File: src/tmsr_defines.vh
/*
 * constants for the touch mode and status readout block: register
 * addresses, field positions, reset values and encodings.
 * assumes inclusion by bare name from the design files.
 */
`ifndef TMSR_DEFINES_VH
`define TMSR_DEFINES_VH

`define TMSR_ADDR_STATUS 8'h00
`define TMSR_ADDR_P0_LO 8'h02
`define TMSR_ADDR_P0_HI 8'h03
`define TMSR_ADDR_P1_LO 8'h04
`define TMSR_ADDR_P1_HI 8'h05
`define TMSR_ADDR_P2_LO 8'h06
`define TMSR_ADDR_P2_HI 8'h07
`define TMSR_ADDR_CONFIG 8'h44

`define TMSR_CONFIG_RESET 8'h00
`define TMSR_CONFIG_WMASK 8'h7f
`define TMSR_BIT_CAL_FREEZE 6
`define TMSR_VARIANT_HI 5
`define TMSR_VARIANT_LO 4
`define TMSR_ENABLE_HI 3
`define TMSR_ENABLE_LO 0
`define TMSR_BIT_OVERCURRENT 7

`define TMSR_EN_STOP 4'h0
`define TMSR_EN_ONE 4'h1
`define TMSR_EN_TWO 4'h2
`define TMSR_VARIANT_SEPARATE 2'h0

`define TMSR_NPADS 3
`define TMSR_DATA_W 10
`define TMSR_ZERO8 8'h00
`define TMSR_ZERO10 10'h000

`define TMSR_PADS_NONE 3'h0
`define TMSR_PADS_ONE 3'h1
`define TMSR_PADS_TWO 3'h3
`define TMSR_PADS_ALL 3'h7
`define TMSR_STATUS_SPARE 4'h0
`define TMSR_HI_PAD 6'h00
`define TMSR_LO_W 8
`define TMSR_HI_W 2
`define TMSR_P0_LSB 0
`define TMSR_P1_LSB 10
`define TMSR_P2_LSB 20

`endif

File: src/tmsr_top.v
/*
 * mode control and result readout of a three-pad touch sensor.
 * assumes byte register accesses decoded by an i2c slave outside:
 * one-cycle write/read strobes with address and data, all on mclk_i.
 */
`include "tmsr_defines.vh"

module tmsr_top (
    // clock, reset, enable
    input wire mclk_i,
    input wire rstn_i,
    input wire ce_i,
    // register access from the i2c slave
    input wire reg_wr_i,
    input wire reg_rd_i,
    input wire [7:0] reg_addr_i,
    input wire [7:0] reg_wdata_i,
    output reg [7:0] reg_rdata_o,
    // measurement engine
    input wire sample_i,
    input wire [29:0] readings_i,
    input wire [29:0] touch_levels_i,
    input wire [29:0] release_levels_i,
    input wire overcurrent_i,
    // shared irq / third pad pin
    input wire shared_irq_pad_pin_i,
    output reg shared_irq_pad_pin_o,
    output reg shared_irq_pad_pin_oe_o,
    // analog control
    output reg [2:0] pad_active_o,
    output reg pads_merged_o,
    output reg baseline_cal_freeze_o,
    output reg running_o
);

    reg [7:0] config_r;
    reg overcurrent_flag_r;
    reg irq_latched_r;
    reg [2:0] status_prev_r;
    reg [3:0] en_nxt;
    reg [2:0] pads_nxt;
    reg irq_mode_nxt;
    reg [7:0] rdata_nxt;
    wire [2:0] touched;
    wire [29:0] data_flat;
    wire [3:0] en_field;
    wire [7:0] status_word;
    wire wr_config;
    wire wr_status;

    assign en_field = config_r[`TMSR_ENABLE_HI:`TMSR_ENABLE_LO];
    assign wr_config = reg_wr_i && reg_addr_i == `TMSR_ADDR_CONFIG;
    assign wr_status = reg_wr_i && reg_addr_i == `TMSR_ADDR_STATUS;

    // pad enables and shared pin role from the enable field
    always @* begin
        en_nxt = en_field;
        case (en_nxt)
            `TMSR_EN_STOP: begin
                pads_nxt = `TMSR_PADS_NONE;
                irq_mode_nxt = 1'b1;
            end
            `TMSR_EN_ONE: begin
                pads_nxt = `TMSR_PADS_ONE;
                irq_mode_nxt = 1'b1;
            end
            `TMSR_EN_TWO: begin
                pads_nxt = `TMSR_PADS_TWO;
                irq_mode_nxt = 1'b1;
            end
            default: begin
                pads_nxt = `TMSR_PADS_ALL;
                irq_mode_nxt = 1'b0;
            end
        endcase
    end

    // per-pad channels
    genvar g;
    generate
        for (g = 0; g < `TMSR_NPADS; g = g + 1) begin : chan
            tmsr_pad_channel u_chan (
                .mclk_i(mclk_i),
                .rstn_i(rstn_i),
                .ce_i(ce_i),
                .enable_i(pad_active_o[g]),
                .clear_i(overcurrent_flag_r),
                .sample_i(sample_i),
                .reading_i(readings_i[g*`TMSR_DATA_W +: `TMSR_DATA_W]),
                .touch_level_i(
                    touch_levels_i[g*`TMSR_DATA_W +: `TMSR_DATA_W]),
                .release_level_i(
                    release_levels_i[g*`TMSR_DATA_W +: `TMSR_DATA_W]),
                .touched_o(touched[g]),
                .data_o(data_flat[g*`TMSR_DATA_W +: `TMSR_DATA_W])
            );
        end
    endgenerate

    // status word; disabled pads already read zero
    assign status_word = {overcurrent_flag_r, `TMSR_STATUS_SPARE,
        touched};

    // configuration register and overcurrent flag
    always @(posedge mclk_i or negedge rstn_i) begin
        if (!rstn_i) begin
            config_r <= `TMSR_CONFIG_RESET;
            overcurrent_flag_r <= 1'b0;
        end else if (ce_i) begin
            if (overcurrent_i) begin
                overcurrent_flag_r <= 1'b1;
                config_r[`TMSR_ENABLE_HI:`TMSR_ENABLE_LO] <= `TMSR_EN_STOP;
            end else begin
                if (wr_status && reg_wdata_i[`TMSR_BIT_OVERCURRENT])
                    overcurrent_flag_r <= 1'b0;
                if (wr_config) begin
                    // run entry refused while the flag stands
                    if (overcurrent_flag_r)
                        config_r <= {1'b0,
                            reg_wdata_i[`TMSR_BIT_CAL_FREEZE:`TMSR_VARIANT_LO],
                            `TMSR_EN_STOP};
                    else
                        config_r <= reg_wdata_i & `TMSR_CONFIG_WMASK;
                end
            end
        end
    end

    // interrupt: latch on any change of the touched bits, release on any read in a cycle without one
    always @(posedge mclk_i or negedge rstn_i) begin
        if (!rstn_i) begin
            irq_latched_r <= 1'b0;
            status_prev_r <= `TMSR_PADS_NONE;
        end else if (ce_i) begin
            status_prev_r <= touched;
            if (touched != status_prev_r)
                irq_latched_r <= 1'b1;
            else if (reg_rd_i)
                irq_latched_r <= 1'b0;
        end
    end

    // read data mux
    always @* begin
        case (reg_addr_i)
            `TMSR_ADDR_STATUS: rdata_nxt = status_word;
            `TMSR_ADDR_P0_LO:
                rdata_nxt = data_flat[`TMSR_P0_LSB +: `TMSR_LO_W];
            `TMSR_ADDR_P0_HI:
                rdata_nxt = {`TMSR_HI_PAD,
                    data_flat[`TMSR_P0_LSB + `TMSR_LO_W +: `TMSR_HI_W]};
            `TMSR_ADDR_P1_LO:
                rdata_nxt = data_flat[`TMSR_P1_LSB +: `TMSR_LO_W];
            `TMSR_ADDR_P1_HI:
                rdata_nxt = {`TMSR_HI_PAD,
                    data_flat[`TMSR_P1_LSB + `TMSR_LO_W +: `TMSR_HI_W]};
            `TMSR_ADDR_P2_LO:
                rdata_nxt = data_flat[`TMSR_P2_LSB +: `TMSR_LO_W];
            `TMSR_ADDR_P2_HI:
                rdata_nxt = {`TMSR_HI_PAD,
                    data_flat[`TMSR_P2_LSB + `TMSR_LO_W +: `TMSR_HI_W]};
            `TMSR_ADDR_CONFIG: rdata_nxt = config_r;
            default: rdata_nxt = `TMSR_ZERO8;
        endcase
    end

    // registered outputs
    always @(posedge mclk_i or negedge rstn_i) begin
        if (!rstn_i) begin
            reg_rdata_o <= `TMSR_ZERO8;
            shared_irq_pad_pin_o <= 1'b0;
            shared_irq_pad_pin_oe_o <= 1'b0;
            pad_active_o <= `TMSR_PADS_NONE;
            pads_merged_o <= 1'b0;
            baseline_cal_freeze_o <= 1'b0;
            running_o <= 1'b0;
        end else if (ce_i) begin
            if (reg_rd_i)
                reg_rdata_o <= rdata_nxt;
            shared_irq_pad_pin_o <= 1'b0; // open drain pulls low only
            shared_irq_pad_pin_oe_o <= irq_mode_nxt && irq_latched_r;
            pad_active_o <= pads_nxt;
            // variant ignored in stop mode
            pads_merged_o <= (en_field != `TMSR_EN_STOP) &&
                (config_r[`TMSR_VARIANT_HI:`TMSR_VARIANT_LO] !=
                 `TMSR_VARIANT_SEPARATE);
            baseline_cal_freeze_o <= config_r[`TMSR_BIT_CAL_FREEZE];
            running_o <= en_field != `TMSR_EN_STOP;
        end
    end

endmodule

File: src/tmsr_pad_channel.v
/*
 * one pad channel: hysteresis touch decision and filtered data hold.
 * assumes reading/threshold inputs synchronous to mclk_i.
 */
`include "tmsr_defines.vh"

module tmsr_pad_channel (
    // clock, reset, enable
    input wire mclk_i,
    input wire rstn_i,
    input wire ce_i,
    // control
    input wire enable_i,
    input wire clear_i,
    // measurement
    input wire sample_i,
    input wire [9:0] reading_i,
    input wire [9:0] touch_level_i,
    input wire [9:0] release_level_i,
    // results
    output reg touched_o,
    output reg [9:0] data_o
);

    // a touch lowers the reading; hysteresis between two levels
    always @(posedge mclk_i or negedge rstn_i) begin
        if (!rstn_i) begin
            touched_o <= 1'b0;
            data_o <= `TMSR_ZERO10;
        end else if (ce_i) begin
            if (clear_i || !enable_i) begin
                touched_o <= 1'b0;
                data_o <= `TMSR_ZERO10;
            end else if (sample_i) begin
                data_o <= reading_i;
                if (!touched_o && reading_i <= touch_level_i)
                    touched_o <= 1'b1;
                else if (touched_o && reading_i >= release_level_i)
                    touched_o <= 1'b0;
            end
        end
    end

endmodule

File: config.mk
export PLATFORM = sky130hd
export DESIGN_NAME = tmsr_top
export DESIGN_NICKNAME = d
export VERILOG_FILES = /design/src/tmsr_top.v /design/src/tmsr_pad_channel.v
export VERILOG_INCLUDE_DIRS = /design/src
export SDC_FILE = /design/constraint.sdc
export NUM_CORES = 1
export LEC_CHECK = 0
export CORE_ASPECT_RATIO = 1.5
export CORE_MARGIN = 10
export CORE_UTILIZATION = 50
export CTS_BUF_LIST = sky130_fd_sc_hd__clkbuf_4 sky130_fd_sc_hd__clkbuf_8
export CTS_CLUSTER_SIZE = 20
export DETAILED_ROUTE_END_ITERATION = 8
export DONT_BUFFER_PORTS = 1
export PLACE_DENSITY_LB_ADDON = 0.12
export SETUP_SLACK_MARGIN = 0.15
export SYNTH_ARGS = -nofsm -noshare
export SYNTH_HDL_FRONTEND = slang
export SYNTH_SLANG_ARGS = --single-unit
File: constraint.sdc
create_clock -name mclk_i -period 2.3 [get_ports mclk_i]
set_clock_uncertainty 0.1 [all_clocks]
set_input_delay 0.115 -clock mclk_i [delete_from_list [all_inputs] [get_ports mclk_i]]
set_output_delay 0.115 -clock mclk_i [all_outputs]
set_load 0.005 [all_outputs]
==> flow_summary.ini, run 1 <==
[drt]
routed_wl_um = 12700
drc_errors = 0
first_pass_iters = 4
drtIter0Drc = 132
wire_per_inst_um = 19.0
ant_nets = 0
avgViaCountPerCell = 5.72
dr_total_vias = 3809

[cts]
post_cts_buffers = 0
clk_latency_ps = 350
htreeDepth = 3
cts-root-to-sink-buffers = 2
cts_tree = built
numClockSinks = 60
cts_buffers = 9
clk_pin_slew_ps = 70
cts-root-buf = clkbuf_8

[sta]
setup_violations = 0
tns_ps = 0
worst_pin_slew_ps = 811
hold_viol_final = 0
rsz0062_at_grt = no
relSlewSlack_pct = 45.7
fmax_mhz = 477
fin_crit_sh_pct = 91.2
period_needed_ps = 2100
drv_slew = 0

[power_and_ir_drop]
leakage_nw = 2.49
power.switching_mw = 0.601
pwr-share-seq_pct = 45.4
pwr-share-clk_pct = 39.2
max-vdd-ir-drop_mv = 0.312
p_total_mw = 2.36
p_int_mw = 1.76
switching_share_pct = 25.5
power.density_mw_per_mm2 = 449
p_comb_share_pct = 15.3

[floorplan]
start_util_pct = 51.8
num_io_pins = 130
dieArea_mm2 = 0.0130
die-width_um = 96.4
core.rowCount = 41
core_area_mm2 = 0.00846
die_h_um = 135

[synth]
mappedNetlistArea_mm2 = 0.00438
ys_types = 45
synth_warnings = 0
syn_inst = 502
synth_seq_area_share_pct = 34.3
synth_edf_count = 0
synth_flop_cell = dfrtp_1
yosysTopAreaCellShare_pct = 34.3
synth_seq_cells = 60
synth_area_leaders = dfrtp_1 (34%), ha_1 (17%), nand2_1 (6.1%)
ys_async_sr_fraction_pct = 100
avgSynthCellArea_um2 = 8.73
yosysTopAreaCell = dfrtp_1
synth_fp_nets = 676

[setup_path]
slowest_delay_ps = 540
critical_path_class = register to register
end_kind = register
critPathSlowestCell = dlygate4sd3_1
crit_path_start_kind = register
crit_fanout = 7
worstPathArrival_ps = 2230
cp_common_cell = nand2_1
crit_required_ps = 2440
crit_chain = mux4_2, nand2_1, nand2_1, a32o_1, dlygate4sd3_1

[placement]
dp_hpwl_um = 9820
place.port_buffers = 0
place_congestion = 0.814

[grt]
grt_max_degree = 61
grt_use_total_pct = 20.2
grt_overflow_total = 0
antenna_found_initial = 0
grt_pass1_wl_um = 20200
grt_pass1_vias = 4142

[final_layout]
antenna_cells = 0
nFillCells = 756
area_growth_pct = 19.8
drive_gt1_share_pct = 6.62
nets = 728

[run_status]
outcome = completed

[job]
maxCapViolations = 0

[min_path]
hold_path_class = input port to register
-- stage by stage --
step | util [%] | std cells | hold WS [ps] | cell area (um^2) | worst slack (ps)
finish | 62.0 | 666 | 20.6 | 5250 | 203
global route | 62.0 | 666 | 32.2 | 5250 | 162
global placement | 52.8 | 593 | -277 | 4470 | 572
floorplan | - | 502 | -281 | 4380 | 666
CTS | 62.0 | 666 | 8.28 | 5250 | 205
detailed placement | 52.8 | 593 | -277 | 4470 | 530
-- placed cells by master, fill, tap and decap left out, drive strengths merged, types with 2 or more instances in the layout --
cell         count
nand2           71
ha              60
dfrtp           60
inv             58
dlygate4sd3     56
o21ai           44
a21oi           23
nand4           22
nor2            19
clkbuf          15
nor2b           12
nor3            11
a22o            10
nand2b          10
nand3            9
buf              9
mux2             8
a211oi           7
mux2i            6
nor4             5
a221o            4
a22oi            4
or4              4
o31ai            3
xnor2            3
nand3b           3
a21o             3
o2111ai          3
nor4b            2
mux4             2
a32o             2
a41oi            2
o21a             2
-- path summary, 6_finish.rpt --
path,slack [ps],cells after the start,from,endpoint
worst min-delay path,20,2,overcurrent_i,config_r[6]$_DFFE_PN0P_
worst min register to register,380,2,chan[1].u_chan.data_o[4]$_DFFE_PN0P_,chan[1].u_chan.data_o[4]$_DFFE_PN0P_
min in group asynchronous,190,2,rstn_i,config_r[6]$_DFFE_PN0P_
worst max-delay path,200,5,chan[2].u_chan.touched_o$_DFFE_PN0P_,reg_rdata_o[2]$_DFFE_PN0P_
worst max register to register,200,5,chan[2].u_chan.touched_o$_DFFE_PN0P_,reg_rdata_o[2]$_DFFE_PN0P_
max in group asynchronous,1660,2,rstn_i,shared_irq_pad_pin_oe_o$_DFFE_PN0P_
-- kinds of logic (layout without fill, tap and decap cells) --
family	Yosys count	in the layout	synth area share, %
and+or+nand+nor	172	172	20.5
AOI/OAI and AO/OA	108	108	15.5
buffers and inverters	82	139	7.45
adders and majority gates	60	60	17.1
DFF	60	60	34.3
muxes	16	16	4.45
xor gates and xnor gates	3	3	0.600
other	1	1	0.0856
-- repair_timing --
action,4_1_cts,5_1_grt
setup endpoints to repair,0,0
endpoints found under the hold margin,116,0
resized for setup,0,0
hold buffers,57,0
-- area by class of cell --
cell class | instances | area (um^2) | area share (%)
clock buffer | 15 | 188 | 3.58
clock inverter | 1 | 5.00 | 0.0954
inverter | 58 | 218 | 4.15
multi-input combinational | 360 | 2550 | 48.7
sequential | 60 | 1500 | 28.6
tap | 107 | 134 | 2.55
timing repair buffer | 65 | 648 | 12.4
-- worst max-delay path: cells and delay by family, from the launching register on --
family                 cells  cell delay (ps)
AND/OR/NAND/NOR            2              140
buffers and inverters      1              540
AO/OA/AOI/OAI              1              240
flip-flops                 1              460
multiplexers               1              490
-- synthesized netlist by cell type, drive strengths merged (2+ instances only) --
cell	instances
a32o	2
mux2	8
nor2b	12
nor2	19
o2111ai	3
a21o	3
inv	58
dfrtp	60
a41oi	2
clkbuf	15
nand3b	3
nand2	71
mux2i	6
nand2b	10
o31ai	3
nor3	11
a21oi	23
nand3	9
o21a	2
mux4	2
buf	9
a22oi	4
a211oi	7
ha	60
a221o	4
nor4	5
nand4	22
or4	4
o21ai	44
nor4b	2
xnor2	3
a22o	10
-- routing by layer --
metal | vias up | track usage [%] | routed length, um
li1 | 1873 | - | -
met1 | 1787 | 21.1 | 4640
met2 | 118 | 35.2 | 6720
met3 | 31 | 5.44 | 815
met4 | 0 | 10.9 | 495
met5 | - | 0 | 0
-- registers in the layout, summed over array words and instances, names as in the netlist --
| name | flops |
|---|---|
| chan.u_chan.touched_o | 3 |
| baseline_cal_freeze_o | 1 |
| pads_merged_o | 1 |
| running_o | 1 |
| status_prev_r | 3 |
| pad_active_o | 3 |
| shared_irq_pad_pin_oe_o | 1 |
| overcurrent_flag_r | 1 |
| chan.u_chan.data_o | 30 |
| reg_rdata_o | 8 |
| irq_latched_r | 1 |
| config_r | 7 |
-- power by group through the flow --
stage               logic [mW]  registers, mW  clock network, mW
floorplan                0.229           1.09                  0
global placement         0.246           1.09                  0
finish                   0.361           1.07              0.925
global route             0.418           1.07              0.991
detailed placement       0.260           1.09                  0
CTS                      0.365           1.07              0.935
No activity file was read; power rests on OpenSTA's default activity.
==> inputs of run 2 (changes only) <==
Settings changed: BUFFER_PORTS_ARGS from default to -buffer_cell sky130_fd_sc_hd__buf_2, DONT_BUFFER_PORTS 1 to default.
==> run 2 against run 1 <==
  * Combinational power increased by 34%
  * Sequential share of layout area decreased by 2.2 points
  * Largest cell class unchanged
  * Register-to-register slack improved by 430 ps
  * Final cell count increased by 17%
  * First-iteration DRC count increased by 25%
  * Largest power group unchanged
  * Core utilization increased by 5.2 points
  * Highest routed layer unchanged
  * Clock-buffer cell count decreased by 1
  * Fmax increased by 10%
  * Global-route usage increased by 0.061 points
  * Non-clock buffer count increased by 111
==> flow_summary.ini, run 2 (synthesis gave the netlist of run 1 again) <==
[placement]
place.port_buffers = 127
place_congestion = 0.860
dp_hpwl_um = 10300
placedInstanceArea_mm2 = 0.00512
post-place-ws_ps = 397

[floorplan]
core.rowCount = 41
die_h_um = 135
die-width_um = 96.4
start_util_pct = 51.8
core_area_mm2 = 0.00846
num_io_pins = 130
dieArea_mm2 = 0.0130

[grt]
grt_overflow_total = 0
grt_pass1_wl_um = 20900
grt_max_degree = 29
grt_pass1_vias = 4482
grt_use_total_pct = 20.3
antenna_found_initial = 0

[cts]
cts-root-buf = clkbuf_8
post_cts_buffers = 0
htreeDepth = 3
cts_buffers = 9
cts_tree = built
clk_pin_slew_ps = 60
numClockSinks = 60
cts-root-to-sink-buffers = 2
clk_latency_ps = 350

[drt]
dr_total_vias = 4239
avgViaCountPerCell = 5.45
drc_errors = 0
ant_nets = 0
routed_wl_um = 12800
drtIter0Drc = 165
first_pass_iters = 4
wire_per_inst_um = 16.4

[final_layout]
stdcell_area_mm2 = 0.00569
area_growth_pct = 29.8
largest_reg_flops = 30
top_register = chan.u_chan.data_o
reg.largest.list = chan.u_chan.data_o: 30 flops, reg_rdata_o: 8 flops, config_r: 7 flops
layout_common_cells = buf_2 (127), nand2_1 (71), ha_1 (60), dfrtp_1 (60), inv_1 (58)
drive_gt1_share_pct = 24.8
mostFrequentLayoutCell = buf_2
post-route-util_pct = 67.2
nets = 839

[sta]
fmax_mhz = 526
relSlewSlack_pct = 67.0
setup_ws_ps = 398
period_needed_ps = 1900
setup_violations = 0
rsz0062_at_grt = no
fin_crit_sh_pct = 82.7
worst_pin_slew_ps = 491
hold_viol_final = 0
tns_ps = 0
drv_slew = 0

[setup_path]
r2r-end = chan[2].u_chan.touched_o$_DFFE_PN0P_
crit_path_start_kind = input port
crit_fanout = 3
crit_end = chan[1].u_chan.touched_o$_DFFE_PN0P_
critical_path_class = input port to register
r2r_cells = 5
rrSetupSlack_ps = 630
worstPathArrival_ps = 2090
reg2reg_from = overcurrent_flag_r$_DFFE_PN0P_
crit_required_ps = 2480
end_kind = register
startpoint = readings_i[17]

[power_and_ir_drop]
power.density_mw_per_mm2 = 424
p_total_mw = 2.41
max-vdd-ir-drop_mv = 0.279
leakage_nw = 2.91

[run_status]
outcome = completed

[job]
maxCapViolations = 0

[min_path]
hold_path_class = input port to register
run 2: final cells by class:
cell class              count  area [um^2]
multi-input cells         360         2550
well taps                 107          134
diodes                      1         2.50
inverters                  58          218
repair buffers            176         1100
clock buffers              14          168
clock inverters             2         10.0
fillers                   736         2780
flip-flops and latches     60         1500
run 2: stage by stage:
step	std cells	hold slack [ps]
after floorplan	502	-281
after global placement	723	-76.3
after detailed placement	723	-59.1
after CTS	777	9.51
after global routing	777	39.1
final	778	6.12
run 2: power breakdown:
part	leakage [nW]	internal, mW	switching [mW]
clock	0.0981	0.465	0.392
sequential	0.827	1.06	0.00656
combinational	1.99	0.235	0.249
run 2: worst max-delay path, stage by stage:
cell and delay, ps:
dlygate4sd3_1 550, buf_2 150, ha_1 310, a211oi_1 260
nor2_1 80, or4_1 520, nand4_1 110
run 2: metal layers:
metal | global-route usage [%] | vias to the layer above | routed length [um]
met3 | 3.66 | 24 | 652
met2 | 36.7 | 116 | 6970
met5 | 0 | - | 0
met1 | 21.8 | 1991 | 4790
li1 | - | 2108 | -
met4 | 8.91 | 0 | 368
run 2: how the worst min path moves through the flow:
stage / end / slack [ps] / depth (start not counted) / startpoint
2_1_floorplan: baseline_cal_freeze_o$_DFFE_PN0P_ / -280 / 0 / rstn_i
3_5_place_dp: chan[1].u_chan.data_o[6]$_DFFE_PN0P_ / -60 / 1 / rstn_i
3_3_place_gp: chan[0].u_chan.data_o[1]$_DFFE_PN0P_ / -80 / 1 / rstn_i
4_1_cts: chan[1].u_chan.data_o[0]$_DFFE_PN0P_ / 10 / 3 / readings_i[10]
6_report: chan[1].u_chan.data_o[0]$_DFFE_PN0P_ / 6 / 3 / readings_i[10]
5_1_grt: chan[1].u_chan.data_o[0]$_DFFE_PN0P_ / 40 / 3 / readings_i[10]
run 2: what timing repair did:
item / in CTS / in global routing
resized for setup: 0 / 0
hold buffers: 38 / 0
endpoints found under the hold margin: 68 / 0
==> inputs of run 3 (changes only) <==
Clock period 2.3 ns to 1.85 ns, I/O delays scaled along.
==> run 3 against run 2 <==
  * Final cell count up 1.0%
  * Worst setup slack worse by 220 ps
  * Worst hold slack better by 26 ps
  * Largest cell class unchanged
  * Largest power group unchanged
  * Highest routed layer unchanged
==> flow_summary.ini, run 3 (synthesis gave the netlist of run 1 again) <==
[grt]
antenna_found_initial = 0
grt_pass1_vias = 4592
grt_use_total_pct = 20.3
grt_max_degree = 61
grt_overflow_total = 0
grt_pass1_wl_um = 20900

[min_path]
hold_path_class = input port to register

[placement]
placedInstanceArea_mm2 = 0.00519
post-place-cells = 730
place_congestion = 0.838
place.port_buffers = 127
dp_hpwl_um = 10400

[floorplan]
die-width_um = 96.4
core_area_mm2 = 0.00846
dieArea_mm2 = 0.0130
start_util_pct = 51.8
num_io_pins = 130
die_h_um = 135
core.rowCount = 41

[final_layout]
mostFrequentLayoutCell = buf_2
top_register = chan.u_chan.data_o
area_growth_pct = 35.0
drive_gt1_share_pct = 28.4
layout_common_cells = buf_2 (127), nand2_1 (71), dfrtp_1 (59), inv_1 (58), ha_1 (50)
nFillCells = 697
antenna_cells = 0
reg.largest.list = chan.u_chan.data_o: 30 flops, reg_rdata_o: 8 flops, config_r: 7 flops
stdcell_area_mm2 = 0.00591
largest_reg_flops = 30
nets = 849
final_cells = 786

[sta]
fmax_mhz = 597
rsz0062_at_grt = no
drv_slew = 0
period_needed_ps = 1670
hold_viol_final = 0
setup_violations = 0
timing.hold.ws_ps = 32.0
tns_ps = 0
fin_crit_sh_pct = 90.5

[power_and_ir_drop]
leakage_nw = 2.97
max-vdd-ir-drop_mv = 0.403
power.density_mw_per_mm2 = 515
p_total_mw = 3.05

[setup_path]
crit_fanout = 3
critical_path_class = input port to register
end_kind = register
crit_required_ps = 2020
crit_path_start_kind = input port
worstPathArrival_ps = 1850
rrSetupSlack_ps = 260

[drt]
first_pass_iters = 4
ant_nets = 0
drc_errors = 0
avgViaCountPerCell = 5.48
wire_per_inst_um = 16.4
routed_wl_um = 12900
dr_total_vias = 4310
drtIter0Drc = 173

[cts]
cts-root-to-sink-buffers = 2
cts-root-buf = clkbuf_8
clk_latency_ps = 340
htreeDepth = 3
clk_pin_slew_ps = 60
numClockSinks = 60
cts_tree = built
cts_buffers = 9

[run_status]
outcome = completed

[job]
maxCapViolations = 0
run 3: cell count changes in the layout (fill, tap and decap cells not counted), moves of 3 or more:
cell and delta:
a21oi_2 +3, a211oi_2 +3, ha_1 -10, ha_4 +8, a211oi_1 -3, buf_4 +7
a21oi_1 -3
run 3: metal layers:
layer  global-route usage (%)  wire length [um]
met2                     38.6              7160
met5                        0                 0
met4                     9.24               405
met3                     4.00               694
met1                     20.1              4660
run 3: final timing paths:
check | depth (start not counted) | from | to
max in group asynchronous | 3 | rstn_i | overcurrent_flag_r$_DFFE_PN0P_
hold reg to reg | 1 | running_o$_DFFE_PN0P_ | running_o$_DFFE_PN0P_
setup / recovery | 8 | readings_i[3] | chan[0].u_chan.touched_o$_DFFE_PN0P_
min in group asynchronous | 3 | rstn_i | chan[0].u_chan.touched_o$_DFFE_PN0P_
hold / removal | 2 | ce_i | baseline_cal_freeze_o$_DFFE_PN0P_
setup reg to reg | 4 | overcurrent_flag_r$_DFFE_PN0P_ | chan[1].u_chan.touched_o$_DFFE_PN0P_
run 3: metrics by stage:
step	utilization, %	setup slack [ps]
CTS	68.1	155
detailed placement	61.3	71.7
finish	69.9	175
global placement	61.3	123
global route	69.9	139
floorplan	-	216
run 3: area by class of cell:
class	instances	area (um^2)	share of cell area, %
multi-input cells	360	2690	45.5
flip-flops and latches	60	1500	25.4
repair buffers	186	1190	20.1
inverters	58	218	3.68
clock buffers	13	166	2.81
well taps	107	134	2.26
clock inverters	2	10.0	0.169
run 3: critical path: stages:
cell           delay, ps
dlygate4sd3_1        560
buf_2                170
ha_4                 240
a21o_1               150
nand3_1               70
a21oi_1               60
or4_1                400
nand4_1              100
run 3: where the power goes:
part	internal [mW]	switching, mW	leakage [nW]	total (mW)
clock network	0.577	0.484	0.0961	1.06
registers	1.32	0.00578	0.827	1.33
logic	0.330	0.331	2.05	0.661
run 3: repair_timing:
item,in CTS,in global routing
endpoints found under the hold margin,98,0
buffers inserted,0,1
hold buffers,40,0
endpoints found under the setup margin,0,3
resized for setup,0,21
